`config.mk`:
```
export PLATFORM = sky130hd
export DESIGN_NAME = brf_bridge_ctl
export DESIGN_NICKNAME = d
export VERILOG_FILES = /design/src/common/brf_pkg.sv /design/src/rtl/brf_bridge_ctl.sv
export SDC_FILE = /design/constraint.sdc
export NUM_CORES = 1
export LEC_CHECK = 0
export BUFFER_PORTS_ARGS = -buffer_cell sky130_fd_sc_hd__buf_2
export CORE_ASPECT_RATIO = 0.5
export CORE_MARGIN = 1.5
export CORE_UTILIZATION = 40
export DETAILED_ROUTE_END_ITERATION = 8
export GPL_TIMING_DRIVEN = 0
export PLACE_DENSITY = 0.71
export SKIP_LAST_GASP = 1
export SYNTH_ARGS = -nofsm -noshare
export SYNTH_HDL_FRONTEND = slang
export SYNTH_SLANG_ARGS = --single-unit
```
`constraint.sdc`:
```
create_clock -name clk -period 4.8 [get_ports clk]
set_input_delay 0.96 -clock clk [delete_from_list [all_inputs] [get_ports clk]]
set_output_delay 0.96 -clock clk [all_outputs]
set_load 0.05 [all_outputs]
```
`src/common/brf_pkg.sv`:
```
package brf_pkg;

  // Register port
  localparam int unsigned BRF_AW = 8;
  localparam int unsigned BRF_DW = 32;

  localparam logic [BRF_AW-1:0] BRF_CTRL_OFS = 8'h00;
  localparam logic [BRF_AW-1:0] BRF_STAT_OFS = 8'h04;
  localparam logic [BRF_AW-1:0] BRF_MASK_OFS = 8'h08;
  localparam logic [BRF_AW-1:0] BRF_CFG_OFS  = 8'h0C;

  // Forwarding control register
  localparam int unsigned       BRF_CTRL_W     = 16;
  localparam logic [15:0]       BRF_CTRL_RST   = 16'h0000;
  localparam int unsigned       BRF_PERR_EN    = 0;
  localparam int unsigned       BRF_SERR_FWD   = 1;
  localparam int unsigned       BRF_ISA_EN     = 2;

  // Event status / mask layout
  localparam int unsigned       BRF_EV_W       = 6;
  localparam logic [5:0]        BRF_EV_RST     = 6'h00;
  localparam int unsigned       BRF_EV_SERR    = 0;
  localparam int unsigned       BRF_EV_PERRDET = 1;
  localparam int unsigned       BRF_EV_MDERR   = 2;
  localparam int unsigned       BRF_EV_STA     = 3;
  localparam int unsigned       BRF_EV_SERRSIG = 4;
  localparam int unsigned       BRF_EV_FLOOD   = 5;

  // Error pin routing
  localparam int unsigned       BRF_CFG_W      = 2;
  localparam logic [1:0]        BRF_CFG_RST    = 2'h0;
  localparam int unsigned       BRF_CFG_SERR_FATAL = 0;
  localparam int unsigned       BRF_CFG_PERR_FATAL = 1;

  // I/O decode
  localparam int unsigned       BRF_IO_AW      = 32;
  localparam int unsigned       BRF_IO_64K_LSB = 16;
  localparam int unsigned       BRF_ISA_LO     = 8;
  localparam int unsigned       BRF_ISA_HI     = 9;
  localparam logic [1:0]        BRF_ISA_LOW256 = 2'h0;

  typedef enum logic {BRF_MODE_STD, BRF_MODE_ALT} brf_mode_e;

  typedef struct packed {
    logic                 valid;
    logic                 upstream;
    logic [BRF_IO_AW-1:0] addr;
  } brf_io_req_s;

  typedef struct packed {
    logic addr_perr;
    logic mst_data_perr;
    logic tgt_data_perr;
    logic tgt_abort;
  } brf_perr_s;

endpackage : brf_pkg

```
`src/rtl/brf_bridge_ctl.sv`:
```
// Operation
// - ISA filtering only touches I/O addresses inside the base/limit window and below 64 Kbytes.
// - With ISA filtering on, downstream I/O to the upper 768 bytes of each 1 Kbyte block is refused.
// - With ISA filtering on, upstream I/O to the upper 768 bytes of each 1 Kbyte block is passed.
// - With ISA filtering off, every I/O address in the window is forwarded downstream.
// - The three control bits read zero after every reset, warm or cold.
// - In the standard modes a secondary SERR# with both enables drives a fatal or nonfatal error pin.
// - In the alternate modes a secondary SERR# with both enables floods both primary links with sync.
// - In the standard modes parity errors reach the error pins only while parity response is enabled.
// - In the alternate modes master data error and parity forwarding require the response enable.
// - In the alternate modes a secondary address parity error with response enabled floods both links if SERR enable is set.
// - A secondary address parity error with response enabled sets parity detected and SERR signaled.
// - If the bridge claimed that cycle and target-aborted it, signaled target abort is also set.
// - A data parity error seen as secondary master with response enabled sets master data error.
// - A data parity error seen as secondary target with response enabled sets parity detected.
// - A secondary data parity error detected with response enabled marks the related primary packet with data error.
module brf_bridge_ctl
  import brf_pkg::*;
(
  input  wire logic                  clk,
  input  wire logic                  sys_rst,
  input  wire logic [BRF_AW-1:0]     reg_addr,
  input  wire logic [BRF_DW-1:0]     reg_wdata,
  input  wire logic                  reg_wr,
  input  wire logic                  reg_rd,
  output logic      [BRF_DW-1:0]     reg_rdata,
  input  wire logic                  alt_mode_sel,
  input  wire logic                  cmd_serr_enable,
  input  wire logic [BRF_IO_AW-1:0]  io_base,
  input  wire logic [BRF_IO_AW-1:0]  io_limit,
  input  wire brf_io_req_s           io_req,
  output logic                       io_fwd_valid,
  output logic                       io_fwd_ok,
  input  wire brf_perr_s             sec_perr,
  input  wire logic                  sec_serr_n,
  input  wire logic                  link_clk,
  output logic                       sync_flood,
  output logic                       link0_sync_stb,
  output logic                       link1_sync_stb,
  output logic                       pkt_data_error,
  output logic                       fatal_error_out_n,
  output logic                       nonfatal_error_out_n,
  output logic                       primary_parity_error_out_n,
  output logic                       irq
);

  logic [BRF_CTRL_W-1:0] ctrl_q;
  logic [BRF_EV_W-1:0]   stat_q;
  logic [BRF_EV_W-1:0]   mask_q;
  logic [BRF_CFG_W-1:0]  cfg_q;
  logic [BRF_EV_W-1:0]   ev_set;
  logic [BRF_DW-1:0]     rdata_q;
  brf_mode_e             mode_q;
  logic                  mode_s1_q;
  logic                  mode_s2_q;
  logic                  serr_s1_q;
  logic                  serr_s2_q;
  logic                  serr_s3_q;
  logic                  lclk_s1_q;
  logic                  lclk_s2_q;
  logic                  lclk_s3_q;
  logic                  flood_q;
  logic                  fwd_valid_q;
  logic                  fwd_ok_q;
  logic                  fatal_n_q;
  logic                  nonfatal_n_q;
  logic                  pperr_n_q;
  logic                  pkt_derr_q;
  logic                  l0_stb_q;
  logic                  l1_stb_q;
  logic                  irq_q;

  logic                  isa_en;
  logic                  serr_fwd_en;
  logic                  perr_en;
  logic                  serr_event;
  logic                  serr_fwd;
  logic                  aperr;
  logic                  dperr;
  logic                  flood_req;
  logic                  in_window;
  logic                  below_64k;
  logic                  isa_alias;
  logic                  isa_hit;
  logic                  fwd_ok_d;
  logic                  lclk_rise;
  logic                  std_mode;

  assign isa_en      = ctrl_q[BRF_ISA_EN];
  assign serr_fwd_en = ctrl_q[BRF_SERR_FWD];
  assign perr_en     = ctrl_q[BRF_PERR_EN];
  assign std_mode    = (mode_q == BRF_MODE_STD);

  // Strap synchroniser runs through reset, so the strap is already settled when it is caught
  always_ff @(posedge clk) begin
    mode_s1_q <= alt_mode_sel;
    mode_s2_q <= mode_s1_q;
  end

  // Pin inputs from other domains pass two flops first
  always_ff @(posedge clk) begin
    if (sys_rst) begin
      serr_s1_q <= 1'b1;
      serr_s2_q <= 1'b1;
      serr_s3_q <= 1'b1;
      lclk_s1_q <= 1'b0;
      lclk_s2_q <= 1'b0;
      lclk_s3_q <= 1'b0;
    end else begin
      serr_s1_q <= sec_serr_n;
      serr_s2_q <= serr_s1_q;
      serr_s3_q <= serr_s2_q;
      lclk_s1_q <= link_clk;
      lclk_s2_q <= lclk_s1_q;
      lclk_s3_q <= lclk_s2_q;
    end
  end

  // Mode is a strap: sampled only while reset is held, so it never moves in service
  always_ff @(posedge clk) begin
    if (sys_rst) begin
      mode_q <= mode_s2_q ? BRF_MODE_ALT : BRF_MODE_STD;
    end
  end

  assign serr_event = serr_s3_q && !serr_s2_q;
  assign lclk_rise  = lclk_s2_q && !lclk_s3_q;
  assign serr_fwd   = serr_event && serr_fwd_en && cmd_serr_enable;
  assign aperr      = sec_perr.addr_perr && perr_en;
  assign dperr      = (sec_perr.mst_data_perr || sec_perr.tgt_data_perr) && perr_en;

  // Sync flood is terminal: only a reset of the bridge ends it
  assign flood_req = !std_mode && (serr_fwd || (aperr && cmd_serr_enable));

  // I/O address decode
  always_comb begin
    in_window = (io_req.addr >= io_base) && (io_req.addr <= io_limit);
    below_64k = (io_req.addr[BRF_IO_AW-1:BRF_IO_64K_LSB] == '0);
    isa_alias = (io_req.addr[BRF_ISA_HI:BRF_ISA_LO] != BRF_ISA_LOW256);
    isa_hit   = isa_en && in_window && below_64k && isa_alias;
    if (io_req.upstream) begin
      fwd_ok_d = !in_window || isa_hit;
    end else begin
      fwd_ok_d = in_window && !isa_hit;
    end
  end

  always_ff @(posedge clk) begin
    if (sys_rst) begin
      fwd_valid_q <= 1'b0;
      fwd_ok_q    <= 1'b0;
    end else begin
      fwd_valid_q <= io_req.valid;
      fwd_ok_q    <= io_req.valid && fwd_ok_d;
    end
  end

  // Event sources
  always_comb begin
    ev_set                 = '0;
    ev_set[BRF_EV_SERR]    = serr_fwd;
    ev_set[BRF_EV_PERRDET] = aperr || (sec_perr.tgt_data_perr && perr_en);
    ev_set[BRF_EV_MDERR]   = sec_perr.mst_data_perr && perr_en;
    ev_set[BRF_EV_STA]     = aperr && sec_perr.tgt_abort;
    ev_set[BRF_EV_SERRSIG] = aperr || serr_fwd;
    ev_set[BRF_EV_FLOOD]   = flood_req && !flood_q;
  end

  // Control registers
  always_ff @(posedge clk) begin
    if (sys_rst) begin
      ctrl_q <= BRF_CTRL_RST;
      mask_q <= BRF_EV_RST;
      cfg_q  <= BRF_CFG_RST;
    end else if (reg_wr) begin
      if (reg_addr == BRF_CTRL_OFS) begin
        ctrl_q[BRF_PERR_EN]  <= reg_wdata[BRF_PERR_EN];
        ctrl_q[BRF_SERR_FWD] <= reg_wdata[BRF_SERR_FWD];
        ctrl_q[BRF_ISA_EN]   <= reg_wdata[BRF_ISA_EN];
      end else if (reg_addr == BRF_MASK_OFS) begin
        mask_q <= reg_wdata[BRF_EV_W-1:0];
      end else if (reg_addr == BRF_CFG_OFS) begin
        cfg_q <= reg_wdata[BRF_CFG_W-1:0];
      end
    end
  end

  // Sticky status, cleared by a read; a new event in that cycle survives
  always_ff @(posedge clk) begin
    if (sys_rst) begin
      stat_q <= BRF_EV_RST;
    end else if (reg_rd && reg_addr == BRF_STAT_OFS) begin
      stat_q <= ev_set;
    end else begin
      stat_q <= stat_q | ev_set;
    end
  end

  // Read data one cycle after the strobe, zero elsewhere
  always_ff @(posedge clk) begin
    if (sys_rst) begin
      rdata_q <= '0;
    end else if (reg_rd) begin
      if (reg_addr == BRF_CTRL_OFS) begin
        rdata_q <= {{(BRF_DW-BRF_CTRL_W){1'b0}}, ctrl_q};
      end else if (reg_addr == BRF_STAT_OFS) begin
        rdata_q <= {{(BRF_DW-BRF_EV_W){1'b0}}, stat_q};
      end else if (reg_addr == BRF_MASK_OFS) begin
        rdata_q <= {{(BRF_DW-BRF_EV_W){1'b0}}, mask_q};
      end else if (reg_addr == BRF_CFG_OFS) begin
        rdata_q <= {{(BRF_DW-BRF_CFG_W){1'b0}}, cfg_q};
      end else begin
        rdata_q <= '0;
      end
    end else begin
      rdata_q <= '0;
    end
  end

  always_ff @(posedge clk) begin
    if (sys_rst) begin
      irq_q <= 1'b0;
    end else begin
      irq_q <= |((stat_q | ev_set) & mask_q);
    end
  end

  // Sideband error pins, one-cycle low pulse per event in the standard modes
  always_ff @(posedge clk) begin
    if (sys_rst) begin
      fatal_n_q    <= 1'b1;
      nonfatal_n_q <= 1'b1;
      pperr_n_q    <= 1'b1;
    end else begin
      fatal_n_q    <= !(std_mode && ((serr_fwd && cfg_q[BRF_CFG_SERR_FATAL]) ||
                                     (aperr && cfg_q[BRF_CFG_PERR_FATAL])));
      nonfatal_n_q <= !(std_mode && ((serr_fwd && !cfg_q[BRF_CFG_SERR_FATAL]) ||
                                     (aperr && !cfg_q[BRF_CFG_PERR_FATAL])));
      pperr_n_q    <= !(std_mode && dperr);
    end
  end

  // Flooding; sync packets paced by the sampled link clock
  always_ff @(posedge clk) begin
    if (sys_rst) begin
      flood_q  <= 1'b0;
      l0_stb_q <= 1'b0;
      l1_stb_q <= 1'b0;
    end else begin
      flood_q  <= flood_q || flood_req;
      l0_stb_q <= flood_q && lclk_rise;
      l1_stb_q <= flood_q && lclk_rise;
    end
  end

  always_ff @(posedge clk) begin
    if (sys_rst) begin
      pkt_derr_q <= 1'b0;
    end else begin
      pkt_derr_q <= dperr;
    end
  end

  assign reg_rdata                  = rdata_q;
  assign io_fwd_valid               = fwd_valid_q;
  assign io_fwd_ok                  = fwd_ok_q;
  assign sync_flood                 = flood_q;
  assign link0_sync_stb             = l0_stb_q;
  assign link1_sync_stb             = l1_stb_q;
  assign pkt_data_error             = pkt_derr_q;
  assign fatal_error_out_n          = fatal_n_q;
  assign nonfatal_error_out_n       = nonfatal_n_q;
  assign primary_parity_error_out_n = pperr_n_q;
  assign irq                        = irq_q;

endmodule : brf_bridge_ctl

```
# == Word-level counts from Yosys, hierarchy flattened ==
# Cells that the tools add are included.
# op_classes
add_sub_neg,0
mul,0
n_div,0
n_lt_le_gt_ge,2
eq_ne,3
shift,0
muxes,7
bitwise_logic,6
reduce_logical,55
# ops
operator,n
$ge 32x32->1,1
$le 32x32->1,1
$logic_and 1x1->1,27
$mux 6,3
$eq 8x4->1 const B,2
$logic_not 16->1,1
$logic_not 1->1,10
$eq 8x3->1 const B,1
$logic_not 8->1,1
$logic_or 1x1->1,8
$and 6x6->6,1
$or 6x6->6,1
$reduce_or 6->1,1
$reduce_or 5->1,1
$not 1->1,4
$reduce_and 4->1,1
$mux 3,1
$reduce_and 3->1,1
$reduce_or 3->1,1
$mux 1,2
$mux 2,1
$reduce_and 2->1,1
$reduce_bool 2->1,1
$reduce_or 2->1,1
# word_totals
regBits,67
latch_bits,0
ramBits,0
rom_bits,0
in_bits,150
memories,0

# == Logic depth before layout (Yosys ltp) ==
# Gate-level depths: netlist of the first run.
# depth
depth_word,10
mapped_depth,9
ltp_nobuf,9

# == Least setup slack after synthesis of the first run ==
# No wires, ideal clock.
# synth_path
kind,in2reg
startpoint,input io_limit[29]
endpoint,"register fwd_ok_q, in the netlist io_fwd_ok"
setup_ns,0.072
arrival_time_ns,2.416
required_time_ns,4.728
setup_slack_ns,2.312
stages,9
path_buffers,0
cell_sequence,inv_1 > ha_1 > a21o_1 > a21o_1 > a22o_1 > o21ai_0 > o211ai_1 > nor3_2 > mux2i_1
# synth_between
elab_chain_len,9
# synth_rtl
element,line,source
start: declaration,brf_bridge_ctl.sv:30,"input wire logic [BRF_IO_AW-1:0] io_limit,"
$le 32x32->1 (*),brf_bridge_ctl.sv:137,in_window = (io_req.addr >= io_base) && (io_req.addr <= io_limit);
$logic_and 1x1->1 (*),brf_bridge_ctl.sv:137,
$logic_and 1x1->1 (3 in a row),brf_bridge_ctl.sv:140,isa_hit = isa_en && in_window && below_64k && isa_alias;
$logic_not 1->1,brf_bridge_ctl.sv:144,fwd_ok_d = in_window && !isa_hit;
$logic_and 1x1->1,brf_bridge_ctl.sv:144,
$mux 1 (*),brf_bridge_ctl.sv:141,if (io_req.upstream) begin
$logic_and 1x1->1 (*),brf_bridge_ctl.sv:154,fwd_ok_q <= io_req.valid && fwd_ok_d;
end signal: assignment,brf_bridge_ctl.sv:154,
end: declaration,brf_bridge_ctl.sv:64,logic fwd_ok_q;
# Mark *: on every way between the ends. The rest lies on a longest branch, timed or not.
# A chain may end at the register's enable or synchronous reset.

# == Worst setup path after layout of the first run ==
# layout_path
startpoint,input io_req[25] (netlist bit)
endpoint,"register fwd_ok_q, in the netlist io_fwd_ok"
# layout_between
elab_chain_len,9
# layout_rtl
element,line,source
start: declaration,brf_bridge_ctl.sv:31,"input wire brf_io_req_s io_req,"
$ge 32x32->1 or $le 32x32->1 (tied branches),brf_bridge_ctl.sv:137,
$logic_and 1x1->1,brf_bridge_ctl.sv:137,
$logic_and 1x1->1 (3 in a row),brf_bridge_ctl.sv:140,
$logic_not 1->1,brf_bridge_ctl.sv:144,
$logic_and 1x1->1,brf_bridge_ctl.sv:144,
$mux 1 (*),brf_bridge_ctl.sv:141,
$logic_and 1x1->1 (*),brf_bridge_ctl.sv:154,
# Marks and branches as above.

==> results of run 1 <==
==> state kept, by name (all words and copies together), names as in the netlist, 2 cells and up <==
signal,flops
reg_rdata,6
mask_q,6
cfg_q,2
ctrl_q,3
stat_q,6
==> critical path, stage by stage <==
cell and delay (ns):
buf_2 0.12, ha_1 0.31, nand4_1 0.11, nor4_1 0.44, a221oi_1 0.16, o21ai_0 0.12
o211ai_1 0.13, nor3_2 0.30, mux2i_1 0.21
==> report_power, final <==
part	internal [W]	switching (W)	total, W	leakage, nW
Sequential	0.000346	0.00000138	0.000348	0.334
Clock	0.000238	0.000122	0.000361	0.0823
Combinational	0.000111	0.000145	0.000255	2.15
Total	0.000695	0.000269	0.000964	2.57
==> final cells by class <==
cell class              instances  area, µm²
fillers                       777       3623
inverters                      65      244.0
flip-flops and latches         41      830.8
plain buffers                  32      222.7
clock buffers                   8      167.7
multi-input cells             289       2143
repair buffers                137      685.7
well taps                     112      140.1
==> cell usage in the layout, fill, tap and decap left out, types with 5 or more instances in the layout <==
master	count
nand3_1	7
dfxtp_1	40
a21oi_1	26
inv_1	65
mux2i_1	13
nor2_1	28
clkbuf_1	5
nand4_1	11
o21ai_0	15
buf_4	27
nand2_1	21
nor2b_1	12
ha_1	64
buf_2	137
a21o_1	11
clkbuf_16	6
conb_1	26
==> routing by layer <==
metal	GRT usage	vias up	share of wire
met5	0	-	0
met3	0.03754	11	0.077
met4	0.05082	0	0.012
li1	-	1684	-
met1	0.2003	1404	0.42
met2	0.3298	107	0.49
==> stage by stage <==
step	util	hold WS [ns]	std cells	cell area (µm²)	setup slack, ns
2_1_floorplan	-	0.3096	427	3441	2.312
3_3_place_gp	0.5295	0.3118	676	4267	1.883
3_5_place_dp	0.5295	0.3303	676	4267	1.851
4_1_cts	0.5503	0.3357	684	4434	2.131
5_1_grt	0.5503	0.3433	684	4434	1.908
6_report	0.5503	0.3298	684	4434	2.132
==> cells by family after synthesis <==
kind of cell               share of synthesized area
buffers and inverters                         0.1394
DFF                                           0.2482
and+or+nand+nor                               0.1866
AOI/OAI and AO/OA                             0.1331
other                                       0.001120
adders and majority gates                     0.2393
muxes                                        0.05233
==> how the worst max path moves through the flow <==
stage / startpoint / end / slack (ns) / depth (start not counted)
global placement: io_req[14] / io_fwd_ok / 1.88 / 9
finish: io_req[25] / io_fwd_ok / 2.13 / 9
CTS: io_req[29] / io_fwd_ok / 2.13 / 9
global route: io_req[29] / io_fwd_ok / 1.91 / 9
floorplan: io_limit[29] / io_fwd_ok / 2.31 / 9
detailed placement: io_req[13] / io_fwd_ok / 1.85 / 9
==> reports/qor.yml, run 1 <==
route:
  wl_per_cell_um: 11.43
  vias: 3206
  drt-vias-per-instance: 4.687
  firstDrtPassIters: 5
  drt_iter0_markers: 126
  drc: 0
  wl_um: 7820
  final_antenna_net_count: 0
clock_tree:
  cts_root_buffer: "clkbuf_16"
  postCtsSetupRepairBufs: 0
  holdBufCountCts: 0
  cts_max_path_buffers: 2
  clock_sinks: 41
  clkTransAtPathRegs_ns: 0.05
  cts_made_buffers: 5
  tritoncts: "done"
  cts_resized: 0
  clkLatencyLatePin_ns: 0.28
  htree_levels: 2
setup_path:
  crit_fanout: 3
  timing.rr.end: "irq"
  r2r-start: "ctrl_q[0]"
  required_ns: 5.01
  startpoint_type: "primary input"
  critical_path_class: "primary input to register"
  r2r_cells: 6
  rrSetupSlack_ns: 3.40
  end_kind: "register"
  cp.arrival_ns: 2.88
synth:
  synth.top_cell.area_share: 0.2393
  synth_seq_cells: 41
  synthTopCellsByCount: "inv_1 (65), ha_1 (64), dfxtp_1 (40)"
  yosys-top-cells-area: "dfxtp_1 (24%), ha_1 (24%), inv_1 (7.3%), buf_4 (6.1%), a21oi_1 (3.9%)"
  ys_types: 50
  ys_async_sr_fraction: 0
  synth_area_um2: 3347
  synthCells: 402
  synth-edff-count: 1
  ys_seq_area_frac: 0.2482
  yosys_warnings: 0
  synth_most_common_cell: "inv_1"
  avgSynthCellArea_um2: 8.326
  yosysTopAreaCell: "dfxtp_1"
  synthFlopType: "dfxtp_1"
worst_hold_path:
  holdPathEnd: "mode_s2_q"
  hold_depth: 0
  hp-start: "mode_s1_q"
  hold_class: "register to register"
place:
  numPortBuffers: 137
  gp_congestion: 0.8313
  hpwlAfterDp_um: 6798
floorplanning:
  row_count: 23
  fp.dieH_um: 67.68
  initial_core_util: 0.4154
  die_w_um: 132.4
  core_um2: 8058
  io_pins: 192
  dieArea_um2: 8958
grt:
  grt_pass1_vias: 2924
  grt_use_total: 0.1730
  antenna_found_initial: 0
  grt_pass1_wl_um: 12590
  grt_overflow: 0
  grt_max_degree: 13
timing:
  setup_viol_count_final: 0
  skew_ns: 0.005474
  max_clock_freq_ghz: 0.3748
  setup_tns_ns: 0
  rsz0062_at_grt: "false"
  drv_slew: 0
  period_minus_slack_ns: 2.668
  fin_crit_sh: 0.5559
  hold_violations: 0
pwr:
  power.leakage_nw: 2.571
  pwr_density_cell_nw_per_um2: 217.4
  ir_worst_vdd_mv: 0.1715
  p_total_w: 0.0009638
flow_run:
  maxCapViolCount: 0
cells_and_area:
  final_net_count: 785
  syn_to_final_growth_pct: 32.49
  drive_gt1_frac: 0.3234
  diodes: 0
run_status:
  status: "finished clean"
(Power assumes the default switching activity.)
==> run 2, diff against run 1 <==
Settings changed: ABC_AREA from default to 1, PLACE_DENSITY 0.71 to 0.73.
Clock period 4.8 ns to 2.33 ns, I/O delays scaled along.
==> run 2 against run 1 <==
  * Non-clock buffer count is the same
  * Largest power group unchanged
  * Die area grew 5.8%
  * Clock power grew 110%
  * Sequential power is 110% higher
  * Register-to-register slack got worse by 2.5 ns
  * Clock skew up 0.00070 ns
  * Critical endpoint unchanged
  * Via count rose by 10%
==> reports/qor.yml, run 2 <==
synth:
  yosysTopAreaCell: "dfxtp_1"
  ys_async_sr_fraction: 0  # unchanged
  synth_xor_area_frac: 0  # unchanged
  yosys-top-cells-area: "dfxtp_1 (23%), ha_1 (23%), inv_1 (12%), nand2_1 (9.1%), a21oi_1 (7.1%)"
  yosys_warnings: 0  # unchanged
  yosys.area_share.simple: 0.2126  # +0.02608
  synthMuxAreaShare: 0  # -0.05234
  synthTopCellsByCount: "inv_1 (112), nand2_1 (86), ha_1 (64)"
  synth_top_family_by_area: "adder cells"
  ys_types: 39  # -22%
  synthCells: 504  # +25%
  synth_area_um2: 3548  # +6.0%
  synth-adder-area-share: 0.2257  # -0.01358
  synth.top_cell.area_share: 0.2257  # -0.01358
  synth_compound_area_frac: 0.1417  # +0.008665
  avgSynthCellArea_um2: 7.040  # -15%
  synth-edff-count: 1  # unchanged
  synthFlopType: "dfxtp_1"
  ys_seq_area_frac: 0.2341  # -0.01409
  synth_most_common_cell: "inv_1"
  synth_seq_cells: 41  # unchanged
clock_tree:
  postCtsSetupRepairBufs: 0  # unchanged
  cts_root_buffer: "clkbuf_16"
  cts_max_path_buffers: 2  # unchanged
  htree_levels: 2  # unchanged
  holdBufCountCts: 0  # unchanged
  clkTransAtPathRegs_ns: 0.06  # about the same
  cts_resized: 0  # unchanged
  clock_sinks: 41  # unchanged
  clkLatencyLatePin_ns: 0.28  # about the same
  tritoncts: "done"
  cts_made_buffers: 5  # unchanged
route:
  drt-vias-per-instance: 4.454  # -5.0%
  drt_iter0_markers: 88  # -30%
  vias: 3532  # +10%
  firstDrtPassIters: 4  # -1
  wl_um: 8246  # +5.4%
  wl_per_cell_um: 10.40  # -9.0%
  drc: 0  # unchanged
  final_antenna_net_count: 0  # unchanged
grt:
  antenna_found_initial: 1  # +1
  grt_overflow: 0  # unchanged
  grt_pass1_wl_um: 13950  # +11%
  grt_use_met1: 0.2026  # +0.002320
  use_met3: 0.03509  # -0.002450
  grt-busiest-layer: "met2"
  grt_use_total: 0.1792  # +0.006189
  grtUsageMet2: 0.3479  # +0.01808
  grt_max_degree: 14  # +1
  grt_pass1_vias: 3408  # +17%
place:
  numPortBuffers: 139  # +1.5%
  dpl_cell_area_um2: 4484  # +5.1%
  dp_cells: 785  # +16%
  gp_congestion: 0.8618  # +3.7%
  hpwlAfterDp_um: 7258  # +6.8%
cells_and_area:
  design_area_um2: 4648  # +4.8%
  layoutNonFillerInstCount: 793  # +16%
  final_common_cell: "buf_2"
  syn_to_final_growth_pct: 30.99
  final_net_count: 889  # +13%
  final_cell_mix: "buf_2 (140), inv_1 (112), nand2_1 (86)"
  diodes: 0  # unchanged
  postLayoutCoreUtil: 0.5375  # -0.01284
  fillers: 862  # +11%
  drive_gt1_frac: 0.2914  # -0.03201
timing:
  tightest_slew_ns: 0.5022
  hold_ws_ns: 0.2809  # -0.04893 ns
  skew_ns: 0.006175  # +0.0007006 ns
  max_clock_freq_ghz: 0.5637
  setup_viol_count_final: 0  # unchanged
  rsz0062_at_grt: "false"
  hold_violations: 0  # unchanged
  setup_tns_ns: 0  # unchanged
  maxSlewHeadroom: 0.6621
  period_minus_slack_ns: 1.774
  drv_slew: 0  # unchanged
  fin_crit_sh: 0.7614
floorplanning:
  io_pins: 192  # unchanged
  dieArea_um2: 9480  # +5.8%
  fp.dieH_um: 69.60  # +2.8%
  initial_core_util: 0.4103  # -0.005072
  row_count: 24  # +4.3%
  core_um2: 8648  # +7.3%
  die_w_um: 136.2  # +2.9%
flow_run:
  maxCapViolCount: 0  # unchanged
setup_path:
  cp.arrival_ns: 1.95  # -0.93 ns
  critPathSlowestCell: "ha_1"
  end_kind: "register"
  path_cells: "buf_2 -> ha_1 -> nand2_1 -> nor2_1 -> nand4_1 -> nor3_1 -> nand2_1 -> nand2_1 -> nand2_1 -> nand2_1 -> nand2_1 -> nand2_1 -> nor2_1"
  cpPeakStageDelay_ns: 0.29  # -0.15 ns
  critical_path_class: "primary input to register"
  r2r_cells: 9  # +3
  cpMostUsedCell: "nand2_1"
  crit_fanout: 3  # unchanged
  startpoint_type: "primary input"
  required_ns: 2.50  # -2.51 ns
worst_hold_path:
  hold_class: "primary input to register"
  hold_depth: 1  # +1
pwr:
  pwr_density_cell_nw_per_um2: 436.4  # +100%
  ir_worst_vdd_mv: 0.4036  # +140%
  power.leakage_nw: 2.713  # +5.6%
run_status:
  status: "finished clean"
==> run 2: cell types whose count changed in the layout (fill, tap and decap cells not counted), sizes merged, moves of 11 or more <==
cell,before,now
inv,65,116
mux2i,13,0
nor2b,12,0
a21o,11,0
a21oi,26,50
nand2,23,88
==> run 2: worst max-delay path: cells and delay by family <==
family,cells,cell delay (ns)
buffers and inverters,1,0.12
and+or+nand+nor,11,1.07
adders and majority gates,1,0.29
==> run 2: logic make-up after synthesis <==
family | count (synthesis)
AOI/OAI and AO/OA | 88
adders and majority gates | 64
other | 1
buffers and inverters | 147
DFF | 41
and+or+nand+nor | 163
==> run 2: cell type report <==
class                      count  area, µm²  area share
timing repair buffer         139      695.7      0.1497
sequential                    41      830.8      0.1787
inverter                     117      440.4     0.09475
multi-input combinational    341       2156      0.4638
buffer                        30      215.2     0.04630
tap                          117      146.4     0.03149
clock buffer                   6      128.9     0.02773
clock inverter                 2      35.03    0.007537
==> run 2: metal layers <==
metal / part of all wire / vias to the layer above
met2: 0.49 / 85
met3: 0.055 / 10
li1: - / 1909
met5: 0 / -
met1: 0.44 / 1528
met4: 0.011 / 0
==> run 2: power breakdown <==
group	switching (W)	internal, W
Combinational	0.000327	0.000228
Clock	0.000254	0.000503
Sequential	0.00000294	0.000714
Total	0.000584	0.00144
==> run 2: stage by stage <==
stage               worst slack, ns  power (W)
floorplan                    0.6429   0.001105
global placement             0.3031   0.001274
detailed placement           0.2828   0.001288
CTS                          0.5644   0.002044
global route                 0.3147   0.002149
finish                       0.5559   0.002029
==> run 2: path summary, 6_finish.rpt <==
path | start | slack (ns) | to
max | io_req[31] | 0.56 | io_fwd_ok
min | alt_mode_sel | 0.28 | mode_s1_q
max reg2reg | ctrl_q[0] | 0.86 | irq
min reg2reg | mode_s1_q | 0.35 | mode_s2_q
==> run 3, diff against run 2 <==
Clock period 2.33 ns to 1.47 ns, I/O delays scaled along.
==> run 3 against run 2 <==
  * Global-route usage barely moved
  * Clock skew up 0.0032 ns
  * Worst setup slack lost 0.51 ns
  * Final area increased by 7.3%
  * Core utilization up 3.9 points
  * Sequential power rose by 59%
  * Clock power increased by 61%
  * Sequential share of layout area down 1.2 points
  * Total power increased by 65%
  * Combinational power grew 79%
==> reports/qor.yml, run 3 (synthesis results as in run 2) <==
run_status:
  status: "finished clean"
setup_path:
  required_ns: 1.65  # -0.85 ns
  cp_top_family: "simple AND/OR/NAND/NOR gates"
  path_cells: "clkbuf_4 -> ha_4 -> nand2_2 -> nor2_2 -> nand4_1 -> nor3_2 -> nand4_1 -> nand2_1 -> nand2_1 -> nor2_1 -> nor2_1"
  cpPeakStageDelay_ns: 0.27  # -0.02 ns
  end_kind: "register"
  rrSetupSlack_ns: 0.08  # -0.78 ns
  critical_path_class: "primary input to register"
  crit_fanout: 3  # unchanged
  critPathBufInv: 1  # unchanged
  critPathSlowestCell: "ha_4"
  cp.arrival_ns: 1.60  # -0.35 ns
  startpoint_type: "primary input"
route:
  vias: 3593  # +1.7%
  wl_um: 8903  # +8.0%
  wl_met1_um: 3744  # +2.9%
  drc: 0  # unchanged
  wl_per_cell_um: 11.21  # +7.8%
  route.met3.wl_um: 407  # -11%
  drt-vias-per-instance: 4.525  # +1.6%
  highest_layer: "met4"
  wl_met2_um: 4593  # +13%
  drt_iter0_markers: 132  # +50%
  final_antenna_net_count: 0  # unchanged
  firstDrtPassIters: 4  # unchanged
grt:
  antenna_found_initial: 0  # -1
  grt_overflow: 0  # unchanged
  grt_max_degree: 14  # unchanged
  grt_pass1_vias: 3401  # -0.21%
  grt_pass1_wl_um: 13920  # -0.19%
  grt_use_total: 0.1789  # -0.0002838
cells_and_area:
  postLayoutCoreUtil: 0.5767  # +0.03921
  layoutNonFillerInstCount: 794  # +0.13%
  multi_input_area_um2: 2411  # +12%
  register_area_um2: 832.0  # +0.15%
  diodes: 0  # unchanged
  fillers: 836  # -3.0%
  syn_to_final_growth_pct: 40.55
  drive_gt1_frac: 0.3634  # +0.07195
  final_net_count: 890  # +0.11%
  final_cell_mix: "buf_2 (127), inv_1 (97), nand2_1 (78)"
  final_common_cell: "buf_2"
floorplanning:
  fp.dieH_um: 69.60  # unchanged
  core_um2: 8648  # unchanged
  initial_core_util: 0.4103  # unchanged
  row_count: 24  # unchanged
  io_pins: 192  # unchanged
  die_w_um: 136.2  # unchanged
  dieArea_um2: 9480  # unchanged
clock_tree:
  clkTransAtPathRegs_ns: 0.06  # about the same
  htree_levels: 2  # unchanged
  cts_made_buffers: 5  # unchanged
  cts_root_buffer: "clkbuf_16"
  cts_max_path_buffers: 2  # unchanged
  clkLatencyLatePin_ns: 0.29  # about the same
  tritoncts: "done"
  clock_sinks: 41  # unchanged
timing:
  period_minus_slack_ns: 1.424
  max_clock_freq_ghz: 0.7024
  fin_crit_sh: 0.9685
  setup_viol_count_final: 0  # unchanged
  tightest_slew_ns: 0.5495  # +0.04736 ns
  maxSlewHeadroom: 0.6308  # -0.03130
  hold_violations: 0  # unchanged
  drv_slew: 0  # unchanged
  setup_tns_ns: 0  # unchanged
  skew_ns: 0.009339  # +0.003164 ns
  rsz0062_at_grt: "true"
pwr:
  power.leakage_nw: 2.729  # +0.58%
  pwr_density_cell_nw_per_um2: 670.0  # +54%
  ir_worst_vdd_mv: 0.4970  # +23%
worst_hold_path:
  hold_class: "primary input to register"
place:
  gp_congestion: 0.8791  # +2.0%
  hpwlAfterDp_um: 7362  # +1.4%
  dp_cells: 785  # unchanged
  numPortBuffers: 139  # unchanged
flow_run:
  maxCapViolCount: 0  # unchanged
==> run 3: cell type report <==
cell class | instances | area share
Inverter | 117 | 0.08931
Multi-Input combinational cell | 341 | 0.4834
Clock inverter | 2 | 0.007025
Timing Repair Buffer | 140 | 0.1550
Tap cell | 117 | 0.02935
Sequential cell | 41 | 0.1668
Clock buffer | 6 | 0.02584
Buffer | 30 | 0.04315
==> run 3: routing by layer <==
layer,vias up,track usage
met1,1567,0.2063
met3,16,0.02266
met5,-,0
met4,0,0.05083
li1,1918,-
met2,92,0.3434
==> run 3: where the power goes <==
group | leakage [nW] | internal, W | switching (W) | total, W
Combinational | 2.31 | 0.000424 | 0.000567 | 0.000991
Sequential | 0.335 | 0.00113 | 0.00000419 | 0.00114
Clock | 0.0808 | 0.000798 | 0.000418 | 0.00122
==> run 3: final timing paths <==
path,cells after the start,startpoint,endpoint
worst min-delay path,1,alt_mode_sel,mode_s1_q
worst min register to register,0,mode_s1_q,mode_s2_q
worst max-delay path,11,io_req[31],io_fwd_ok
worst max register to register,9,ctrl_q[0],irq
==> run 3: what timing repair did <==
| action | in CTS | in global routing |
|---|---|---|
| hold buffers | 0 | 0 |
| pin swaps | 1 | 29 |
| resized for setup | 2 | 58 |
| buffers inserted | 0 | 1 |
| endpoints found under the setup margin | 2 | 5 |
==> run 3: metrics by stage <==
stage | setup slack (ns) | power, W | hold WS, ns | area [µm²]
after CTS | -0.03443 | 0.003275 | 0.1033 | 4721
after global placement | -0.3365 | 0.002041 | 0.3112 | 4549
final | 0.04625 | 0.003341 | 0.1043 | 4987
after floorplan | 0.0009940 | 0.001767 | 0.3096 | 3707
after detailed placement | -0.3368 | 0.002064 | 0.3186 | 4549
after global routing | -0.07937 | 0.003517 | 0.1060 | 4987
